### config.mk
export PLATFORM = sky130hd
export DESIGN_NAME = fcs_ctrl
export DESIGN_NICKNAME = d
export VERILOG_FILES = /design/src/core/fcs_pkg.sv /design/src/core/fcs_ctrl.sv
export SDC_FILE = /design/constraint.sdc
export NUM_CORES = 1
export LEC_CHECK = 0
export BUFFER_PORTS_ARGS = -buffer_cell sky130_fd_sc_hd__buf_2
export CORE_UTILIZATION = 28
export CTS_CLUSTER_SIZE = 14
export DETAILED_ROUTE_END_ITERATION = 8
export HOLD_SLACK_MARGIN = 0.15
export MAX_ROUTING_LAYER = met4
export PLACE_DENSITY = 0.58
export SLEW_MARGIN = 20
export SYNTH_ARGS = -nofsm -noshare
export SYNTH_HDL_FRONTEND = slang
export SYNTH_SLANG_ARGS = --single-unit
### constraint.sdc
create_clock -name pclk -period 2.3 [get_ports pclk]
set_clock_uncertainty 0.05 [all_clocks]
set_input_delay 0.46 -clock pclk [delete_from_list [all_inputs] [get_ports pclk]]
set_output_delay 0.46 -clock pclk [all_outputs]
set_load 0.005 [all_outputs]
### src/core/fcs_pkg.sv
package fcs_pkg;
	// ----------------------------------------------------------------
	// Register map (APB byte addresses)
	// ----------------------------------------------------------------
	localparam logic [7:0]  OFF_CTRL  = 8'h00;
	localparam logic [7:0]  OFF_ADDR  = 8'h04;
	localparam logic [7:0]  OFF_WDATA = 8'h08;
	localparam logic [7:0]  OFF_STAT  = 8'h0C;
	localparam logic [7:0]  OFF_RDATA = 8'h10;
	localparam int          ST_BUSY_B = 0;
	localparam int          ST_RB_B   = 1;
	localparam int          ST_WIN_B  = 2;
	localparam int          ST_ERR_B  = 3;
	localparam logic [19:0] ADDR_RST  = 20'h00000;
	localparam logic [7:0]  DATA_RST  = 8'h00;

	// ----------------------------------------------------------------
	// Orders accepted in CTRL[3:0]
	// ----------------------------------------------------------------
	localparam logic [3:0] OP_RESET    = 4'h0;
	localparam logic [3:0] OP_AUTOSEL  = 4'h1;
	localparam logic [3:0] OP_PROG     = 4'h2;
	localparam logic [3:0] OP_BYP_IN   = 4'h3;
	localparam logic [3:0] OP_BYP_PROG = 4'h4;
	localparam logic [3:0] OP_BYP_OUT  = 4'h5;
	localparam logic [3:0] OP_CHIP     = 4'h6;
	localparam logic [3:0] OP_SECT     = 4'h7;
	localparam logic [3:0] OP_SECT_ADD = 4'h8;
	localparam logic [3:0] OP_READ     = 4'h9;

	// ----------------------------------------------------------------
	// Flash command bytes and addresses
	// ----------------------------------------------------------------
	localparam logic [19:0] ADDR_U1    = 20'h00555;
	localparam logic [19:0] ADDR_U2    = 20'h002AA;
	localparam logic [7:0]  CMD_U1     = 8'hAA;
	localparam logic [7:0]  CMD_U2     = 8'h55;
	localparam logic [7:0]  CMD_RESET  = 8'hF0;
	localparam logic [7:0]  CMD_ID     = 8'h90;
	localparam logic [7:0]  CMD_PROG   = 8'hA0;
	localparam logic [7:0]  CMD_BYPASS = 8'h20;
	localparam logic [7:0]  CMD_ERASE  = 8'h80;
	localparam logic [7:0]  CMD_CHIP   = 8'h10;
	localparam logic [7:0]  CMD_SECT   = 8'h30;
	localparam logic [7:0]  CMD_BYP_X  = 8'h00;
	localparam int          SA_LSB     = 13;

	// ----------------------------------------------------------------
	// Timing
	// ----------------------------------------------------------------
	localparam int CLK_NS   = 100;
	localparam int SU_NS    = 50;
	localparam int WP_NS    = 50;
	localparam int WH_NS    = 50;
	localparam int ACC_NS   = 90;
	localparam int WIN_US   = 50;
	localparam int SYNC_CYC = 2;
	localparam int SU_CYC   = (SU_NS + CLK_NS - 1) / CLK_NS;
	localparam int WP_CYC   = (WP_NS + CLK_NS - 1) / CLK_NS;
	localparam int WH_CYC   = (WH_NS + CLK_NS - 1) / CLK_NS;
	localparam int RD_CYC   = (ACC_NS + CLK_NS - 1) / CLK_NS + SYNC_CYC + 1;
	localparam int WIN_CYC  = (WIN_US * 1000) / CLK_NS;

	// ----------------------------------------------------------------
	// Carriers
	// ----------------------------------------------------------------
	typedef struct packed {
		logic        ce_n;
		logic        we_n;
		logic        oe_n;
		logic [19:0] addr;
		logic [7:0]  dq_out;
		logic        dq_oe_n;
	} fcs_pins_t;

	typedef struct packed {
		logic [19:0] addr;
		logic [7:0]  data;
		logic        last;
	} fcs_word_t;

	localparam fcs_pins_t PINS_IDLE = '{1'b1, 1'b1, 1'b1, ADDR_RST, DATA_RST, 1'b1};
endpackage

### src/core/fcs_ctrl.sv
`timescale 1ns/1ns
// Summary of operation
// - Reset may abort autoselect; host writes reset to leave identification mode.
// - Two unlocks plus autoselect enter identification; reads at any address then.
// - Byte program is two unlocks, set-up, then address and data.
// - Commands ignored while programming; host reissues after a hardware reset.
// - Unlocks plus 20h enter bypass; each byte is A0h then address/data.
// - In bypass only program and exit; exit is 90h then 00h.
// - Chip erase is six cycles ending in the chip-erase command.
// - Sector erase is six cycles; last carries sector address and command.
// - Host issues each extra sector write within 50 us of the last one.
module fcs_ctrl
	import fcs_pkg::*;
(
	// Clock and reset
	input  wire logic        pclk,
	input  wire logic        presetn,
	// APB slave
	input  wire logic        psel,
	input  wire logic        penable,
	input  wire logic        pwrite,
	input  wire logic [7:0]  paddr,
	input  wire logic [31:0] pwdata,
	output logic [31:0]      prdata,
	output logic             pready,
	output logic             pslverr,
	// Flash pins
	output fcs_pins_t        pins,
	input  wire logic [7:0]  fl_dq_in,
	input  wire logic        fl_ready_busy
);

	// ----------------------------------------------------------------
	// Helpers
	// ----------------------------------------------------------------
	function automatic logic fcs_hit(input logic [7:0] a);
		fcs_hit = (a == OFF_CTRL) || (a == OFF_ADDR) || (a == OFF_WDATA) ||
			(a == OFF_STAT) || (a == OFF_RDATA);
	endfunction

	function automatic fcs_word_t fcs_seq(input logic [3:0] op, input logic [2:0] step,
		input logic [19:0] a, input logic [7:0] d);
		fcs_word_t w;
		logic [19:0] sa;
		sa = {a[19:SA_LSB], 13'h0000};
		w = '{ADDR_U1, CMD_U1, 1'b0};
		case (op)
			// Reset needs no unlock and any address
			// leave or abort identification
			OP_RESET: w = '{ADDR_RST, CMD_RESET, 1'b1};
			OP_BYP_PROG: w = (step == 3'd0) ? '{ADDR_RST, CMD_PROG, 1'b0} : '{a, d, 1'b1};
			OP_BYP_OUT: w = (step == 3'd0) ? '{ADDR_RST, CMD_ID, 1'b0} :
				'{ADDR_RST, CMD_BYP_X, 1'b1};
			// extra sector only by bits 19..13
			OP_SECT_ADD: w = '{sa, CMD_SECT, 1'b1};
			default: begin
				case (step)
					3'd1: w = '{ADDR_U2, CMD_U2, 1'b0};
					3'd2: begin
						case (op)
							OP_AUTOSEL: w = '{ADDR_U1, CMD_ID, 1'b1};
							OP_PROG:    w = '{ADDR_U1, CMD_PROG, 1'b0};
							OP_BYP_IN:  w = '{ADDR_U1, CMD_BYPASS, 1'b1};
							default:    w = '{ADDR_U1, CMD_ERASE, 1'b0};
						endcase
					end
					// fourth cycle carries address and data
					3'd3: w = (op == OP_PROG) ? '{a, d, 1'b1} : '{ADDR_U1, CMD_U1, 1'b0};
					3'd4: w = '{ADDR_U2, CMD_U2, 1'b0};
					3'd5: w = (op == OP_CHIP) ? '{ADDR_U1, CMD_CHIP, 1'b1} :
						'{sa, CMD_SECT, 1'b1};
					default: w = '{ADDR_U1, CMD_U1, 1'b0};
				endcase
			end
		endcase
		fcs_seq = w;
	endfunction

	// ----------------------------------------------------------------
	// Pin synchronisers
	// ----------------------------------------------------------------
	logic [7:0] dq_m;
	logic [7:0] dq_s;
	logic       rb_m;
	logic       rb_s;

	always_ff @(posedge pclk or negedge presetn) begin
		if (!presetn) begin
			dq_m <= 8'h00;
			dq_s <= 8'h00;
			rb_m <= 1'b1;
			rb_s <= 1'b1;
		end else begin
			dq_m <= fl_dq_in;
			dq_s <= dq_m;
			rb_m <= fl_ready_busy;
			rb_s <= rb_m;
		end
	end

	// ----------------------------------------------------------------
	// Engine state
	// ----------------------------------------------------------------
	typedef enum logic [2:0] {ST_IDLE, ST_SETUP, ST_STROBE, ST_HOLD, ST_READ} fcs_st_t;

	fcs_st_t     st;
	fcs_st_t     next_st;
	logic [3:0]  op;
	logic [3:0]  next_op;
	logic [2:0]  step;
	logic [2:0]  next_step;
	logic [3:0]  cnt;
	logic [3:0]  next_cnt;
	fcs_pins_t   next_pins;
	logic [7:0]  rdata;
	logic [7:0]  next_rdata;
	logic [9:0]  win;
	logic [9:0]  next_win;
	logic        err;
	logic        next_err;
	fcs_word_t   w;
	fcs_word_t   w0;
	fcs_word_t   w1;
	logic        busy;

	// ----------------------------------------------------------------
	// APB decode and software registers
	// ----------------------------------------------------------------
	logic        wr_en;
	logic        rd_setup;
	logic        start;
	logic        err_clr;
	logic        cfg_wr_busy;
	logic [3:0]  wr_op;
	logic [19:0] addr_reg;
	logic [19:0] next_addr_reg;
	logic [7:0]  wdata_reg;
	logic [7:0]  next_wdata_reg;
	logic [31:0] next_prdata;

	assign busy    = (st != ST_IDLE);
	assign wr_en   = psel && penable && pwrite;
	assign rd_setup = psel && !penable && !pwrite;
	assign wr_op   = pwdata[3:0];
	assign start   = wr_en && (paddr == OFF_CTRL);
	assign err_clr = wr_en && (paddr == OFF_STAT) && pwdata[ST_ERR_B];
	assign cfg_wr_busy = wr_en && busy && ((paddr == OFF_ADDR) || (paddr == OFF_WDATA));
	assign pready  = penable;
	assign pslverr = psel && penable && !fcs_hit(paddr);

	always_comb begin
		next_addr_reg  = addr_reg;
		next_wdata_reg = wdata_reg;
		next_prdata    = prdata;
		// Operands are frozen while a sequence is on the pins
		if (wr_en && !busy && (paddr == OFF_ADDR))
			next_addr_reg = pwdata[19:0];
		if (wr_en && !busy && (paddr == OFF_WDATA))
			next_wdata_reg = pwdata[7:0];
		if (rd_setup) begin
			case (paddr)
				OFF_CTRL:  next_prdata = {28'h0000000, op};
				OFF_ADDR:  next_prdata = {12'h000, addr_reg};
				OFF_WDATA: next_prdata = {24'h000000, wdata_reg};
				OFF_STAT:  next_prdata = {28'h0000000, err, (win != 10'h000), rb_s, busy};
				OFF_RDATA: next_prdata = {24'h000000, rdata};
				default:   next_prdata = 32'h00000000;
			endcase
		end
	end

	always_ff @(posedge pclk or negedge presetn) begin
		if (!presetn) begin
			addr_reg  <= ADDR_RST;
			wdata_reg <= DATA_RST;
			prdata    <= 32'h00000000;
		end else begin
			addr_reg  <= next_addr_reg;
			wdata_reg <= next_wdata_reg;
			prdata    <= next_prdata;
		end
	end

	// ----------------------------------------------------------------
	// Bus cycle engine
	// ----------------------------------------------------------------
	assign w  = fcs_seq(op, step, addr_reg, wdata_reg);
	assign w0 = fcs_seq(wr_op, 3'd0, addr_reg, wdata_reg);
	assign w1 = fcs_seq(op, 3'(step + 3'd1), addr_reg, wdata_reg);

	always_comb begin
		next_st    = st;
		next_op    = op;
		next_step  = step;
		next_cnt   = cnt;
		next_pins  = pins;
		next_rdata = rdata;
		next_err   = err;
		next_win   = (win != 10'h000) ? 10'(win - 10'h001) : 10'h000;
		if (err_clr)
			next_err = 1'b0;
		// an order while busy is refused and flagged
		if ((start && busy) || cfg_wr_busy)
			next_err = 1'b1;
		case (st)
			ST_IDLE: begin
				if (start) begin
					next_op   = wr_op;
					next_step = 3'd0;
					// late extra sector is refused, never sent
					if (wr_op == OP_SECT_ADD && win == 10'h000) begin
						next_err = 1'b1;
						next_op  = op;
					end else if (wr_op == OP_READ) begin
						// plain read cycle at any address
						next_pins = '{1'b0, 1'b1, 1'b0, addr_reg, DATA_RST, 1'b1};
						next_cnt  = 4'(RD_CYC);
						next_st   = ST_READ;
					end else begin
						if (wr_op != OP_SECT_ADD)
							next_win = 10'h000;
						next_pins = '{1'b0, 1'b1, 1'b1, w0.addr, w0.data, 1'b0};
						next_cnt  = 4'(SU_CYC);
						next_st   = ST_SETUP;
					end
				end
			end
			ST_SETUP: begin
				if (cnt == 4'h1) begin
					next_pins.we_n = 1'b0;
					next_cnt       = 4'(WP_CYC);
					next_st        = ST_STROBE;
				end else
					next_cnt = 4'(cnt - 4'h1);
			end
			ST_STROBE: begin
				if (cnt == 4'h1) begin
					next_pins.we_n = 1'b1;
					next_cnt       = 4'(WH_CYC);
					next_st        = ST_HOLD;
					// window timed from the final strobe rise
					if (w.last && (op == OP_SECT || op == OP_SECT_ADD))
						next_win = 10'(WIN_CYC);
				end else
					next_cnt = 4'(cnt - 4'h1);
			end
			ST_HOLD: begin
				if (cnt == 4'h1) begin
					if (w.last) begin
						next_pins = PINS_IDLE;
						next_st   = ST_IDLE;
					end else begin
						next_step = 3'(step + 3'd1);
						next_pins = '{1'b0, 1'b1, 1'b1, w1.addr, w1.data, 1'b0};
						next_cnt  = 4'(SU_CYC);
						next_st   = ST_SETUP;
					end
				end else
					next_cnt = 4'(cnt - 4'h1);
			end
			ST_READ: begin
				// Wait covers access time plus the two synchroniser stages
				if (cnt == 4'h1) begin
					next_rdata = dq_s;
					next_pins  = PINS_IDLE;
					next_st    = ST_IDLE;
				end else
					next_cnt = 4'(cnt - 4'h1);
			end
			default: begin
				next_pins = PINS_IDLE;
				next_st   = ST_IDLE;
			end
		endcase
	end

	always_ff @(posedge pclk or negedge presetn) begin
		if (!presetn) begin
			st    <= ST_IDLE;
			op    <= OP_RESET;
			step  <= 3'd0;
			cnt   <= 4'h0;
			pins  <= PINS_IDLE;
			rdata <= 8'h00;
			win   <= 10'h000;
			err   <= 1'b0;
		end else begin
			st    <= next_st;
			op    <= next_op;
			step  <= next_step;
			cnt   <= next_cnt;
			pins  <= next_pins;
			rdata <= next_rdata;
			win   <= next_win;
			err   <= next_err;
		end
	end

	logic unl;
	assign unl = (op == OP_AUTOSEL) || (op == OP_PROG) || (op == OP_BYP_IN) ||
		(op == OP_CHIP) || (op == OP_SECT);
endmodule

==> flow_summary.yaml <==
floorplanning:
  pin_count: 120
  fp.coreArea_um2: 22100
  dieArea_um2: 23500
  num_rows: 54
  die_h_um: 153
  die_w_um: 153
  initial_utilization_pct: 29.0
timing:
  period_needed_ns: 2.40
  hold_viol: 0
  max_freq_ghz: 0.417
  max-slew-margin-rel_pct: 47.8
  tightest_slew_ns: 0.777
  setup_viol: 22
  rsz0062_at_grt: "true"
  fin_ws_ns: -0.0968
  post-route-period-util_pct: 104
  slew_violations: 0
routing:
  viasPerCell: 4.98
  wirelength_mm: 19.4
  drt_pass1_iterations: 5
  drc: 0
  drtIter0Drc: 393
  post_drt_wl_per_cell_um: 17.8
  num_vias: 5441
  final_antenna_net_count: 0
placement:
  portBuffers: 95
  hpwl_mm: 13.9
  gp_congestion: 0.882
  place_area_um2: 7760
  place_ws_ns: -0.186
worst_hold_path:
  whs_path_depth: 2
  hold_path_class: "in -> reg"
cts:
  cts_sinks: 131
  h-tree-depth: 4
  clock_path_buffers: 2
  clk_latency_ns: 0.42
  cts.reportedPaths.clkPinSlew_ns: 0.06
  cts_root_buf: "clkbuf_16"
  numCtsBuffers: 17
  cts_tree: "yes"
critical_path:
  startpoint_type: "flip-flop"
  cp_max_fo: 6
  crit_path_end_kind: "flip-flop"
  crit_path_top_delay_cell: "or4b_4"
  cpPeakStageDelay_ns: 0.56
  worstPathRequired_ns: 2.61
  r2r_cells: 8
  critPathTopFamily: "simple AND/OR/NAND/NOR gates"
  path_class: "reg -> reg"
  cp.arrival_ns: 2.70
  crit_cells: 8
  path_cells: "ha_2 > ha_4 > mux2_4 > o21ai_4 > nor2_2 > or4b_4 > a21oi_2 > a22o_1"
  cp_num_buf_inv: 0
yosys:
  synthAdderAreaFrac_pct: 1.95
  postSynthCellCount: 597
  muxShareOfSynthArea_pct: 8.05
  ys.flop_type: "dfrtp_1"
  synth-seq-cells: 131
  async_reset_ff_share_pct: 100
  synth-warning-count: 0
  synth-simple-area-share_pct: 16.0
  ys_types: 73
  synth_compound_area_share_pct: 16.3
  syn_area_um2: 6400
  synth_edf_count: 0
  avgSynthCellArea_um2: 10.7
  synth_top_family_by_area: "compound AO/OA/AOI/OAI gates"
  synth_xor_area_share_pct: 1.23
  seq_area_frac_synth_pct: 51.3
pwr:
  power_density_nw_per_um2: 1250
  p_leak_nw: 4.24
  power_w: 0.0113
  vdd_ir_drop_max_mv: 0.530
global_route:
  overflow: 0
  grtUsageTotal_pct: 17.3
  grt_pass1_vias: 5447
  grt_pass1_wl_mm: 30.3
  grt_antenna_before_repair: 1
  grt_max_degree: 54
final_layout:
  drive_above_1_share_pct: 45.7
  fin_nets: 863
  largest_reg_flops: 32
  syn_to_final_growth_pct: 41.3
  design_area_um2: 9050
flow_run:
  drv_cap: 0
status:
  status: "finished with violations"
  failed_checks: "negative setup slack"
[kinds of logic after synthesis]
family | Yosys count
fa+ha+maj | 10
mux | 46
compound gates | 156
simple gates | 189
buf+inv | 55
other cells | 1
xor+xnor | 9
flops | 131
[worst register-to-register path, cell delays in order (launching register included)]
cell	delay (ns)
dfrtp_1	0.38
ha_2	0.20
ha_4	0.28
mux2_4	0.31
o21ai_4	0.17
nor2_2	0.06
or4b_4	0.56
a21oi_2	0.18
a22o_1	0.14
[final timing paths]
check,start,slack [ns],end
worst max-delay path,step[1],-0.1,pins[15]
worst min-delay path,pwdata[11],0.22,addr_reg[11]
worst max register to register,step[1],-0.1,pins[15]
worst min register to register,dq_m[5],0.29,dq_s[5]
max in group asynchronous,presetn,1.02,addr_reg[15]
min in group asynchronous,presetn,0.51,dq_m[4]
[layout by cell type (no fill, tap or decap), types with 7 or more instances in the layout]
master           n
a21oi_1         24
a21oi_2          7
a221o_1          7
a22o_1          21
buf_2           94
buf_4           95
buf_6            9
clkbuf_16       19
conb_1          12
dfrtp_1        125
dlygate4sd3_1   10
inv_1            8
mux2_2          38
nand2_1         53
nand2b_1         7
nand3_1          7
nor2_1          34
nor3_1          16
o21ai_0         42
[area by class of cell]
| class | count | area, um^2 |
|---|---|---|
| Clock buffer | 19 | 453 |
| Fill cell | 2161 | 13000 |
| Multi-Input combinational cell | 424 | 3260 |
| Timing Repair Buffer | 214 | 1510 |
| Clock inverter | 13 | 148 |
| Inverter | 11 | 41.3 |
| Tap cell | 280 | 350 |
| Sequential cell | 131 | 3290 |
| Antenna cell | 1 | 2.50 |
[cell usage after synthesis (10+ instances only)]
cell      number  area [um^2]
a21oi_1       34          170
a22o_1        21          184
buf_4         14          105
clkbuf_1      13         48.8
dfrtp_1      125         3130
ha_1          10          125
inv_1         11         41.3
mux2_2        43          484
nand2_1       59          221
nor2_1        38          143
nor3_1        16         80.1
o21ai_0       48          240
[per-layer routing]
layer / share of wire (%) / vias to the layer above / GRT usage [%]
li1: - / 2559 / -
met1: 48 / 2700 / 23.3
met2: 45 / 164 / 25.5
met3: 5.4 / 18 / 4.65
met4: 1.4 / 0 / 4.43
met5: 0 / - / -
[through the flow]
stage | hold WS (ns) | utilization, % | instances | TNS (ns)
after floorplan | 0.114 | - | 608 | -0.340
after global placement | 0.284 | 35.1 | 1033 | -5.51
after detailed placement | 0.285 | 35.1 | 1033 | -6.87
after CTS | 0.206 | 39.5 | 1078 | -1.44
after global routing | 0.206 | 41.0 | 1093 | -3.28
final | 0.221 | 41.0 | 1093 | -1.17
[power by group]
group	internal, W	total (W)	switching, W
Clock	0.00167	0.00276	0.00109
Combinational	0.00265	0.00553	0.00288
Sequential	0.00272	0.00299	0.000267
[what timing repair did]
action / 4_1_cts / 5_1_grt
hold buffers: 10 / 0
pin swaps: 20 / 33
resized for setup: 57 / 40
setup buffers: 5 / 10
setup endpoints to repair: 31 / 57
endpoints found under the hold margin: 57 / 0
gates cloned: 0 / 5
Note: power is estimated with default switching activity, not from simulation.
